### config.mk
export PLATFORM = sky130hd
export DESIGN_NAME = agc_gain_limit_carrier_sense
export DESIGN_NICKNAME = d
export VERILOG_FILES = /design/src/design/agc_pkg.sv /design/src/design/agc_gain_limit_carrier_sense.sv /design/src/design/carrier_sense.sv
export SDC_FILE = /design/constraint.sdc
export NUM_CORES = 1
export LEC_CHECK = 0
export BUFFER_PORTS_ARGS = -buffer_cell sky130_fd_sc_hd__buf_2
export CORE_MARGIN = 2
export CORE_UTILIZATION = 40
export CTS_CLUSTER_SIZE = 20
export DETAILED_ROUTE_END_ITERATION = 6
export REMOVE_ABC_BUFFERS = 1
export SYNTH_ARGS = -nofsm -noshare
export SYNTH_HDL_FRONTEND = slang
export SYNTH_HIERARCHICAL = 1
export SYNTH_SLANG_ARGS = --single-unit
### constraint.sdc
create_clock -name clk -period 3.9 [get_ports clk]
set_input_delay 0.39 -clock clk [delete_from_list [all_inputs] [get_ports clk]]
set_output_delay 0.39 -clock clk [all_outputs]
set_load 0.05 [all_outputs]
### src/design/agc_pkg.sv
// Constants, register map and carriers for the gain-limit and carrier-sense block.
// Assumes a single 125 MHz core clock and a synchronous active-high reset.
package agc_pkg;

  // ----------------------------------------------------------------
  // register map
  // ----------------------------------------------------------------
  localparam logic [5:0] ceiling_target_addr = 6'h1b;
  localparam logic [5:0] order_sense_addr    = 6'h1c;
  localparam logic [7:0] ceiling_target_rst  = 8'h03;
  localparam logic [7:0] order_sense_rst     = 8'h40;
  localparam logic [7:0] order_sense_mask    = 8'h7f;  // bit 7 reads zero

  // field positions
  localparam int digital_cap_lsb   = 6;
  localparam int amplifier_cap_lsb = 3;
  localparam int target_lsb        = 0;
  localparam int order_bit         = 6;
  localparam int rel_thr_lsb       = 4;
  localparam int abs_thr_lsb       = 0;

  // ----------------------------------------------------------------
  // decode tables
  // ----------------------------------------------------------------
  // amplitude target in dB per code
  localparam logic [7:0] target_db_tab [8] = '{8'h18, 8'h1b, 8'h1e, 8'h21,
                                               8'h24, 8'h26, 8'h28, 8'h2a};
  // amplifier ceiling drop in tenths of a dB per code
  localparam logic [7:0] amp_drop_tab [8] = '{8'h00, 8'h1a, 8'h3d, 8'h4a,
                                              8'h5c, 8'h73, 8'h92, 8'hab};
  // relative rise in dB per code, code 0 unused
  localparam logic [7:0] rel_rise_tab [4] = '{8'h00, 8'h06, 8'h0a, 8'h0e};
  localparam logic [3:0] abs_thr_off      = 4'h8;

  // ----------------------------------------------------------------
  // carriers
  // ----------------------------------------------------------------
  typedef struct packed {
    logic [1:0] digital_gain_cap;
    logic [2:0] amplifier_gain_cap;
    logic [2:0] amplitude_target;
    logic       gain_reduction_order;
    logic [1:0] relative_sense_threshold;
    logic [3:0] absolute_sense_threshold;
  } agc_cfg_s;

  typedef struct packed {
    logic [2:0] amp1_gain;
    logic [2:0] amp2_gain;
    logic [2:0] digital_gain;
  } gain_set_s;

endpackage : agc_pkg

### src/design/agc_gain_limit_carrier_sense.sv
// Gain-limit and carrier-sense configuration with a step-wise gain decision loop.
// Assumes a register port driven by the host interface logic on the same clock
// and averaged amplitude samples from the channel filter, also on this clock.
`timescale 1ns/1ps
`default_nettype none
module agc_gain_limit_carrier_sense
#(
  parameter int gain_steps = 8
)
(
  // clock and reset
  input  wire logic             clk,
  input  wire logic             rst,
  // register port
  input  wire logic             reg_wr,
  input  wire logic [5:0]       reg_addr,
  input  wire logic [7:0]       reg_wdata,
  output logic      [7:0]       reg_rdata,
  // channel filter amplitude
  input  wire logic             sample_valid,
  input  wire logic [7:0]       sample_db,
  // gain decisions
  output agc_pkg::gain_set_s    gain_set,
  output logic      [2:0]       digital_gain_max,
  output logic      [7:0]       amplifier_drop_tenth_db,
  output logic      [7:0]       amplitude_target_db,
  output logic                  carrier_sense
);

  // ----------------------------------------------------------------
  // elaboration check
  // ----------------------------------------------------------------
  // the tightest amplifier cap takes 7 combined steps off 2*(gain_steps-1);
  // with fewer than 5 steps that ceiling would wrap and stop limiting at all
  if (gain_steps < 5 || gain_steps > 8)
  begin : g_bad_steps
    $error("gain_steps must lie in 5..8");
  end

  localparam logic [2:0] top_step = 3'(gain_steps - 1);

  typedef struct packed {
    logic [7:0]         ceiling_target;
    logic [7:0]         order_sense;
    logic [7:0]         rdata;
    agc_pkg::gain_set_s gains;
    logic [2:0]         dig_max;
    logic [7:0]         amp_drop;
    logic [7:0]         target_db;
  } top_state_s;

  top_state_s        state_ff;
  top_state_s        nxt_state;
  agc_pkg::agc_cfg_s cfg;
  logic [3:0]        amp_sum;
  logic [3:0]        amp_limit;
  logic              above;
  logic              below;

  // ----------------------------------------------------------------
  // field split
  // ----------------------------------------------------------------
  always_comb
  begin
    cfg.digital_gain_cap         = state_ff.ceiling_target[agc_pkg::digital_cap_lsb +: 2];
    cfg.amplifier_gain_cap       = state_ff.ceiling_target[agc_pkg::amplifier_cap_lsb +: 3];
    cfg.amplitude_target         = state_ff.ceiling_target[agc_pkg::target_lsb +: 3];
    cfg.gain_reduction_order     = state_ff.order_sense[agc_pkg::order_bit];
    cfg.relative_sense_threshold = state_ff.order_sense[agc_pkg::rel_thr_lsb +: 2];
    cfg.absolute_sense_threshold = state_ff.order_sense[agc_pkg::abs_thr_lsb +: 4];
  end

  // combined amplifier index, each code lowers the ceiling by one step
  always_comb
  begin
    amp_sum   = {1'b0, state_ff.gains.amp1_gain} + {1'b0, state_ff.gains.amp2_gain};
    amp_limit = 4'({top_step, 1'b0}) - {1'b0, cfg.amplifier_gain_cap};
    above     = sample_db > state_ff.target_db;
    below     = sample_db < state_ff.target_db;
  end

  // ----------------------------------------------------------------
  // register writes, reads and gain loop
  // ----------------------------------------------------------------
  // reduction goes analog first in the chosen order, then digital; raising
  // fills digital first so the front end keeps its best noise figure
  always_comb
  begin
    nxt_state = state_ff;
    if (reg_wr && reg_addr == agc_pkg::ceiling_target_addr)
      nxt_state.ceiling_target = reg_wdata;
    if (reg_wr && reg_addr == agc_pkg::order_sense_addr)
      nxt_state.order_sense = reg_wdata & agc_pkg::order_sense_mask;
    unique case (reg_addr)
      agc_pkg::ceiling_target_addr: nxt_state.rdata = state_ff.ceiling_target;
      agc_pkg::order_sense_addr:    nxt_state.rdata = state_ff.order_sense;
      default:                      nxt_state.rdata = 8'h00;
    endcase
    nxt_state.dig_max   = top_step - {1'b0, cfg.digital_gain_cap};
    nxt_state.amp_drop  = agc_pkg::amp_drop_tab[cfg.amplifier_gain_cap];
    nxt_state.target_db = agc_pkg::target_db_tab[cfg.amplitude_target];
    // a lowered cap clamps the digital gain in a single step and steps the amplifiers down one code per cycle
    if (state_ff.gains.digital_gain > state_ff.dig_max)
      nxt_state.gains.digital_gain = state_ff.dig_max;
    else if (amp_sum > amp_limit)
    begin
      if (cfg.gain_reduction_order && state_ff.gains.amp1_gain != 3'h0)
        nxt_state.gains.amp1_gain = state_ff.gains.amp1_gain - 3'h1;
      else if (state_ff.gains.amp2_gain != 3'h0)
        nxt_state.gains.amp2_gain = state_ff.gains.amp2_gain - 3'h1;
      else
        nxt_state.gains.amp1_gain = state_ff.gains.amp1_gain - 3'h1;
    end
    else if (sample_valid && above)
    begin
      if (cfg.gain_reduction_order && state_ff.gains.amp1_gain != 3'h0)
        nxt_state.gains.amp1_gain = state_ff.gains.amp1_gain - 3'h1;
      else if (state_ff.gains.amp2_gain != 3'h0)
        nxt_state.gains.amp2_gain = state_ff.gains.amp2_gain - 3'h1;
      else if (state_ff.gains.amp1_gain != 3'h0)
        nxt_state.gains.amp1_gain = state_ff.gains.amp1_gain - 3'h1;
      else if (state_ff.gains.digital_gain != 3'h0)
        nxt_state.gains.digital_gain = state_ff.gains.digital_gain - 3'h1;
    end
    else if (sample_valid && below)
    begin
      if (state_ff.gains.digital_gain < state_ff.dig_max)
        nxt_state.gains.digital_gain = state_ff.gains.digital_gain + 3'h1;
      else if (amp_sum < amp_limit && state_ff.gains.amp2_gain < top_step)
        nxt_state.gains.amp2_gain = state_ff.gains.amp2_gain + 3'h1;
      else if (amp_sum < amp_limit && state_ff.gains.amp1_gain < top_step)
        nxt_state.gains.amp1_gain = state_ff.gains.amp1_gain + 3'h1;
    end
  end

  always_ff @(posedge clk)
  begin
    if (rst)
    begin
      state_ff.ceiling_target <= agc_pkg::ceiling_target_rst;
      state_ff.order_sense    <= agc_pkg::order_sense_rst;
      state_ff.rdata          <= 8'h00;
      state_ff.gains          <= '0;
      state_ff.dig_max        <= 3'h0;
      state_ff.amp_drop       <= 8'h00;
      state_ff.target_db      <= 8'h00;
    end
    else
      state_ff <= nxt_state;
  end

  // ----------------------------------------------------------------
  // carrier sense
  // ----------------------------------------------------------------
  carrier_sense u_sense
  (
    .clk                      (clk),
    .rst                      (rst),
    .sample_valid             (sample_valid),
    .sample_db                (sample_db),
    .target_db                (state_ff.target_db),
    .relative_sense_threshold (cfg.relative_sense_threshold),
    .absolute_sense_threshold (cfg.absolute_sense_threshold),
    .carrier_sense            (carrier_sense)
  );

  assign reg_rdata               = state_ff.rdata;
  assign gain_set                = state_ff.gains;
  assign digital_gain_max        = state_ff.dig_max;
  assign amplifier_drop_tenth_db = state_ff.amp_drop;
  assign amplitude_target_db     = state_ff.target_db;

endmodule : agc_gain_limit_carrier_sense
`default_nettype wire

### src/design/carrier_sense.sv
// Carrier-sense decision from RSSI samples.
// Assumes samples and settings come from logic on the same clock.
`timescale 1ns/1ps
`default_nettype none
module carrier_sense
(
  // clock and reset
  input  wire logic       clk,
  input  wire logic       rst,
  // rssi samples
  input  wire logic       sample_valid,
  input  wire logic [7:0] sample_db,
  // settings
  input  wire logic [7:0] target_db,
  input  wire logic [1:0] relative_sense_threshold,
  input  wire logic [3:0] absolute_sense_threshold,
  // decision
  output logic            carrier_sense
);

  typedef struct packed {
    logic [7:0] baseline;
    logic       cs;
  } cs_state_s;

  cs_state_s state_ff;
  cs_state_s nxt_state;
  logic signed [9:0] abs_level;
  logic [8:0]        rel_level;
  logic              abs_hit;
  logic              rel_hit;

  // threshold arithmetic, signed code offsets the target by whole dB
  always_comb
  begin
    abs_level = $signed({2'b00, target_db}) +
                $signed({{6{absolute_sense_threshold[3]}}, absolute_sense_threshold});
    rel_level = {1'b0, state_ff.baseline} +
                {1'b0, agc_pkg::rel_rise_tab[relative_sense_threshold]};
    abs_hit   = (absolute_sense_threshold != agc_pkg::abs_thr_off) &&
                ($signed({2'b00, sample_db}) >= abs_level);
    rel_hit   = (relative_sense_threshold != 2'b00) &&
                ({1'b0, sample_db} >= rel_level);
  end

  // the baseline tracks the floor only while idle, so a slow rise is not sensed
  always_comb
  begin
    nxt_state = state_ff;
    if (sample_valid)
    begin
      nxt_state.cs = abs_hit | rel_hit;
      if (!(abs_hit | rel_hit))
        nxt_state.baseline = sample_db;
    end
  end

  always_ff @(posedge clk)
  begin
    if (rst)
      state_ff <= '0;
    else
      state_ff <= nxt_state;
  end

  assign carrier_sense = state_ff.cs;

endmodule : carrier_sense
`default_nettype wire

==> results of run 1 <==
==> cells in the mapped netlist (4+ instances only) <==
library cell	count	area (um^2)
nand2_1	38	143
o211ai_1	4	30.0
mux2i_1	13	130
fa_1	4	80.1
dfxtp_1	57	1140
nor3_1	9	45.0
nand4_1	5	31.3
a211oi_1	5	37.5
inv_1	32	120
a21oi_1	29	145
a22oi_1	8	60.1
ha_1	58	726
nor2_1	31	116
nand3_1	26	130
xnor2_1	9	78.8
clkbuf_1	11	41.3
o21ai_0	14	70.1
xor2_1	7	61.3
a21o_1	5	37.5
buf_4	4	30.0
nor2b_1	12	75.1
nand2b_1	21	131
==> power by group <==
part | internal [mW] | switching, mW
combinational | 0.159 | 0.294
sequential | 0.614 | 0.0385
clock | 0.441 | 0.249
total | 1.21 | 0.582
==> sequential cells by signal (all words and copies together) (netlist names) <==
signal,count
cfg,15
gain_set,9
reg_rdata,8
u_sense/state_ff,8
amplifier_drop_tenth_db,7
amplitude_target_db,6
digital_gain_max,3
u_sense/carrier_sense,1
==> final timing paths <==
check | start | end | slack (ns) | cells past startpoint
min | reg_wdata[7] | cfg[14] | 0.30 | 3
max | cfg[3] | u_sense/state_ff[4] | 0.39 | 14
max reg2reg | cfg[3] | u_sense/state_ff[4] | 0.39 | 14
min reg2reg | cfg[14] | digital_gain_max[1] | 0.45 | 1
==> stage by stage <==
stage | cell area, um^2 | hold WS [ns] | std cells | total power, mW | utilization [%]
2_1_floorplan | 3820 | 0.401 | 439 | 0.987 | -
3_3_place_gp | 4330 | 0.430 | 636 | 1.10 | 44.9
3_5_place_dp | 4330 | 0.431 | 636 | 1.12 | 44.9
4_1_cts | 4580 | 0.293 | 652 | 1.81 | 47.5
5_1_grt | 4580 | 0.315 | 652 | 1.89 | 47.5
6_report | 4580 | 0.302 | 652 | 1.80 | 47.5
==> worst reg2reg max path, delay by kind of cell, from the launching register on <==
family	cells	cell delay (ns)
AOI/OAI and AO/OA	5	1.03
xor gates and xnor gates	1	0.13
adders and majority gates	2	0.63
buffers and inverters	1	0.23
DFF	1	0.57
muxes	1	0.20
and+or+nand+nor	4	0.65
==> layer usage <==
metal / wire length [um] / vias up / GRT usage (%)
met4: 137 / 0 / 6.28
li1: - / 1715 / -
met2: 4240 / 75 / 30.2
met3: 410 / 14 / 4.34
met5: 0 / - / 0
met1: 4440 / 1588 / 23.6
==> cell type report <==
| type | count | area [um^2] | area share, % |
|---|---|---|---|
| multi-input combinational | 350 | 2570 | 56.2 |
| sequential | 57 | 1140 | 24.9 |
| timing repair buffer | 64 | 330 | 7.22 |
| tap | 133 | 166 | 3.64 |
| clock buffer | 11 | 141 | 3.09 |
| inverter | 32 | 120 | 2.63 |
| clock inverter | 5 | 103 | 2.24 |
==> logic make-up after synthesis <==
group / Yosys count / synth area share (%)
AOI/OAI and AO/OA: 93 / 16.6
xor gates and xnor gates: 16 / 3.59
adders and majority gates: 62 / 20.6
buffers and inverters: 50 / 5.60
DFF: 57 / 29.2
muxes: 15 / 3.91
other: 1 / 0.0960
and+or+nand+nor: 159 / 20.4
==> impl_metrics.tcl, run 1 <==
set metrics [dict create \
    antenna_cells 0 \
    dr.pass1.iters 4 \
    cts-htree-levels 3 \
    final_common_cell "buf_2" \
    gp_congestion 0.832 \
    synth_edf_count 0 \
    relSlewSlack_pct 62.4 \
    hold_viol 0 \
    period_needed_ns 3.51 \
    fillCellCount 1006 \
    core-area_um2 9640 \
    power.density_nw_per_um2 392 \
    overflow 0 \
    hold_class "primary input to flip-flop" \
    cp.required_ns 4.17 \
    finalClockSkew_ns 0.0112 \
    grt_max_degree 59 \
    drive_gt1_share_pct 18.1 \
    nNetsFinal 602 \
    wl_per_cell_um 14.2 \
    finalSetupViolations 0 \
    tns_ns 0 \
    grt_antenna_before_repair 0 \
    rsz0062_at_grt "false" \
    p_leak_nw 2.09 \
    cp_slowest_stage_delay_ns 0.57 \
    fp-row-count 36 \
    synth_cell_types 58 \
    avgSynthCellArea_um2 8.63 \
    hpwl_um 6900 \
    drtIter0Drc 114 \
    cts_buffers 9 \
    criticalPathCategory "flip-flop to flip-flop" \
    cp_num_buf_inv 1 \
    wl_um 9230 \
    syn_inst 453 \
    endpoint_kind "flip-flop" \
    finalWorstSetupSlack_ns 0.390 \
    pre_cts_slack_ns 0.402 \
    initial_core_util_pct 40.5 \
    status "finished, final reports clean" \
    root_buffer "clkbuf_8" \
    numPortBuffers 60 \
    cts_tree "built" \
    slowest_stage "dfxtp_1" \
    design.die.area_um2 10600 \
    path_cells "ha_1 -> nand3_1 -> nor2_1 -> or3_1 -> a21o_1 -> a21oi_1 -> xnor2_1 -> ha_1 -> a211oi_1 -> nand2_1 -> o21a_1 -> a211oi_2 -> buf_4 -> mux2i_1" \
    path_delay_family "compound AO/OA/AOI/OAI gates" \
    ant_nets 0 \
    post-cts-setup-buffer-count 0 \
    ys_seq_area_share_pct 29.2 \
    cts_buffer_depth 2 \
    clk_latency_ns 0.34 \
    final_cell_mix "buf_2 (60), ha_1 (58), dfxtp_1 (57)" \
    die_h_um 103 \
    area_delta_synth_final_pct 17.1 \
    drc 0 \
    crit_top_cell "ha_1" \
    fmax_mhz 285 \
    ys_warn_count 6 \
    slew_viol_final 0 \
    async_flop_share_pct 0 \
    ios 63 \
    path_clk_slew_ns 0.07 \
    post-route-period-util_pct 90.0 \
    post_cts_resized 0 \
    maxCapViolCount 0 \
    synth_top_flop_cell "dfxtp_1" \
    drt-vias-per-instance 5.20 \
    max-vdd-ir-drop_uv 329 \
    worstPathArrival_ns 3.78 \
    tightestPinTransition_ns 0.564 \
    die_w_um 103 \
    synth_seq_cells 57 \
    synthesis.area_um2 3910 \
    cts_hold_buf 0 \
    cp_max_fo 11 \
    cts_sinks 57 \
    critPathLaunchType "flip-flop" \
    grt_pass1_wl_um 15100 \
    num_vias 3392 \
    first_global_vias 3225 \
    track_usage_pct 18.3 \
]
Power figures use the tool's default switching activity.
==> run 2, diff against run 1 <==
--- a/config.mk
+++ b/config.mk
@@ -6,7 +6,7 @@
 export NUM_CORES = 1
 export LEC_CHECK = 0
 export BUFFER_PORTS_ARGS = -buffer_cell sky130_fd_sc_hd__buf_2
-export CORE_MARGIN = 2
+export CORE_MARGIN = 5
 export CORE_UTILIZATION = 40
 export CTS_CLUSTER_SIZE = 20
 export DETAILED_ROUTE_END_ITERATION = 6
==> run 2 against run 1 <==
  * Register-to-register slack improved by 0.03 ns
  * Setup slack improved by 0.032 ns
  * Utilization decreased by 0.48 points
  * Highest routed layer unchanged
  * Combinational power is essentially flat
  * Sequential share of layout area is 0.25 points higher
  * Cell area decreased by 1.0%
  * Sequential power about the same
  * Largest power group is now sequential cells
  * Clock power fell by 19%
==> impl_metrics.tcl, run 2 (synthesis gave the netlist of run 1 again) <==
set metrics [dict create \
    worstPathArrival_ns 3.74 \
    tightestPinTransition_ns 0.545 \
    grt_antenna_before_repair 0 \
    seqCellArea_um2 1140 \
    fmax_mhz 288 \
    first_global_vias 3304 \
    core-area_um2 9640 \
    place_inst 636 \
    final_cell_mix "buf_2 (60), ha_1 (58), dfxtp_1 (57)" \
    cp.required_ns 4.16 \
    cts_sinks 57 \
    path_cells "ha_1 -> a21oi_1 -> nor2b_1 -> or3_1 -> a21o_1 -> a21oi_1 -> xnor2_1 -> ha_1 -> a211oi_1 -> a32oi_1 -> o21a_1 -> a211oi_2 -> buf_4 -> mux2i_1" \
    final_cell_area_um2 4530 \
    cts_buffers 9 \
    cts-htree-levels 3 \
    post-cts-setup-buffer-count 0 \
    clk_latency_ns 0.34 \
    hold_slack_ns 0.313 \
    criticalPathCategory "flip-flop to flip-flop" \
    gp_congestion 0.815 \
    grt_max_degree 59 \
    die_h_um 109 \
    maxCapViolCount 0 \
    numPortBuffers 60 \
    power.density_nw_per_um2 367 \
    pre_cts_slack_ns 0.405 \
    status "finished, final reports clean" \
    dr.pass1.iters 4 \
    hold_viol 0 \
    p_leak_nw 2.07 \
    grt_pass1_wl_um 15500 \
    endpoint_kind "flip-flop" \
    fillCellCount 978 \
    slowest_stage "dfxtp_1" \
    stdcell_count 652 \
    drt-vias-per-instance 5.14 \
    initial_core_util_pct 40.5 \
    root_buffer "clkbuf_8" \
    area_delta_synth_final_pct 15.9 \
    cts_tree "built" \
    track_usage_pct 16.7 \
    wl_um 9470 \
    drtIter0Drc 156 \
    cts_hold_buf 0 \
    final_common_cell "buf_2" \
    die_w_um 109 \
    tns_ns 0 \
    timing.rr.end "u_sense/state_ff[1]" \
    hpwl_um 7150 \
    cts_buffer_depth 2 \
    overflow 0 \
    path_clk_slew_ns 0.06 \
    fp-row-count 36 \
    max-vdd-ir-drop_uv 383 \
    ios 63 \
    cp_max_fo 11 \
    num_vias 3350 \
    critPathLaunchType "flip-flop" \
    nNetsFinal 602 \
    placed_cell_area_um2 4330 \
    largest_reg_flops 15 \
    finalWorstSetupSlack_ns 0.423 \
    crit_start "cfg[3]" \
    r2r_slack_ns 0.42 \
    multi_input_area_um2 2570 \
    cp_slowest_stage_delay_ns 0.54 \
    post_cts_resized 0 \
    slew_viol_final 0 \
    finalSetupViolations 0 \
    rr_startpoint "cfg[3]" \
    period_needed_ns 3.48 \
    worst_r2r_path_depth 14 \
    rsz0062_at_grt "false" \
    drive_gt1_share_pct 18.0 \
    relSlewSlack_pct 63.7 \
    utilization_pct 47.0 \
    wl_per_cell_um 14.5 \
    fin_total_pwr_mw 1.66 \
    hold_class "primary input to flip-flop" \
    ant_nets 0 \
    post-route-period-util_pct 89.2 \
    crit_path_end "u_sense/state_ff[1]" \
    design.die.area_um2 11800 \
    drc 0 \
    finalClockSkew_ns 0.00725 \
]
-- run 2: cell types whose count changed in the layout (fill, tap and decap cells not counted), sizes merged --
cell      before  now
clkinv         1    2
bufinv         3    1
diode          0    1
clkbuf        11   12
clkinvlp       1    0
-- run 2: worst min-delay path by stage --
stage,startpoint,endpoint,slack [ns],cells after the start
after floorplan,cfg[14],digital_gain_max[1],0.40,1
after global placement,cfg[13],digital_gain_max[0],0.43,1
after detailed placement,cfg[14],digital_gain_max[1],0.44,1
after CTS,reg_wdata[1],cfg[8],0.30,3
after global routing,reg_wdata[3],cfg[10],0.30,3
final,reg_wdata[7],cfg[14],0.31,3
-- run 2: layout make-up --
cell class              instances  area share, %
flip-flops and latches         57           25.2
well taps                     133           3.67
clock inverters                 3          0.884
multi-input cells             350           56.8
repair buffers                 64           7.29
clock buffers                  12           3.43
inverters                      32           2.65
diodes                          1         0.0552
-- run 2: metal layers --
| metal | part of all wire, % | wire (um) | track usage (%) |
|---|---|---|---|
| met1 | 47 | 4450 | 21.2 |
| met5 | 0 | 0 | 0 |
| met4 | 1.5 | 145 | 5.59 |
| met3 | 4.2 | 399 | 3.26 |
| met2 | 47 | 4470 | 28.3 |
-- run 2: power breakdown --
part	switching (mW)	internal (mW)	total [mW]
clock network	0.234	0.324	0.558
logic	0.293	0.159	0.451
registers	0.0398	0.614	0.654
total	0.567	1.10	1.66
-- run 2: worst max-delay path: cells and delay by family, from the launching register on --
kind	cells	cell delay, ns
muxes	1	0.20
buffers and inverters	1	0.23
AOI/OAI and AO/OA	7	1.26
DFF	1	0.54
and+or+nand+nor	2	0.41
xor gates and xnor gates	1	0.14
adders and majority gates	2	0.62
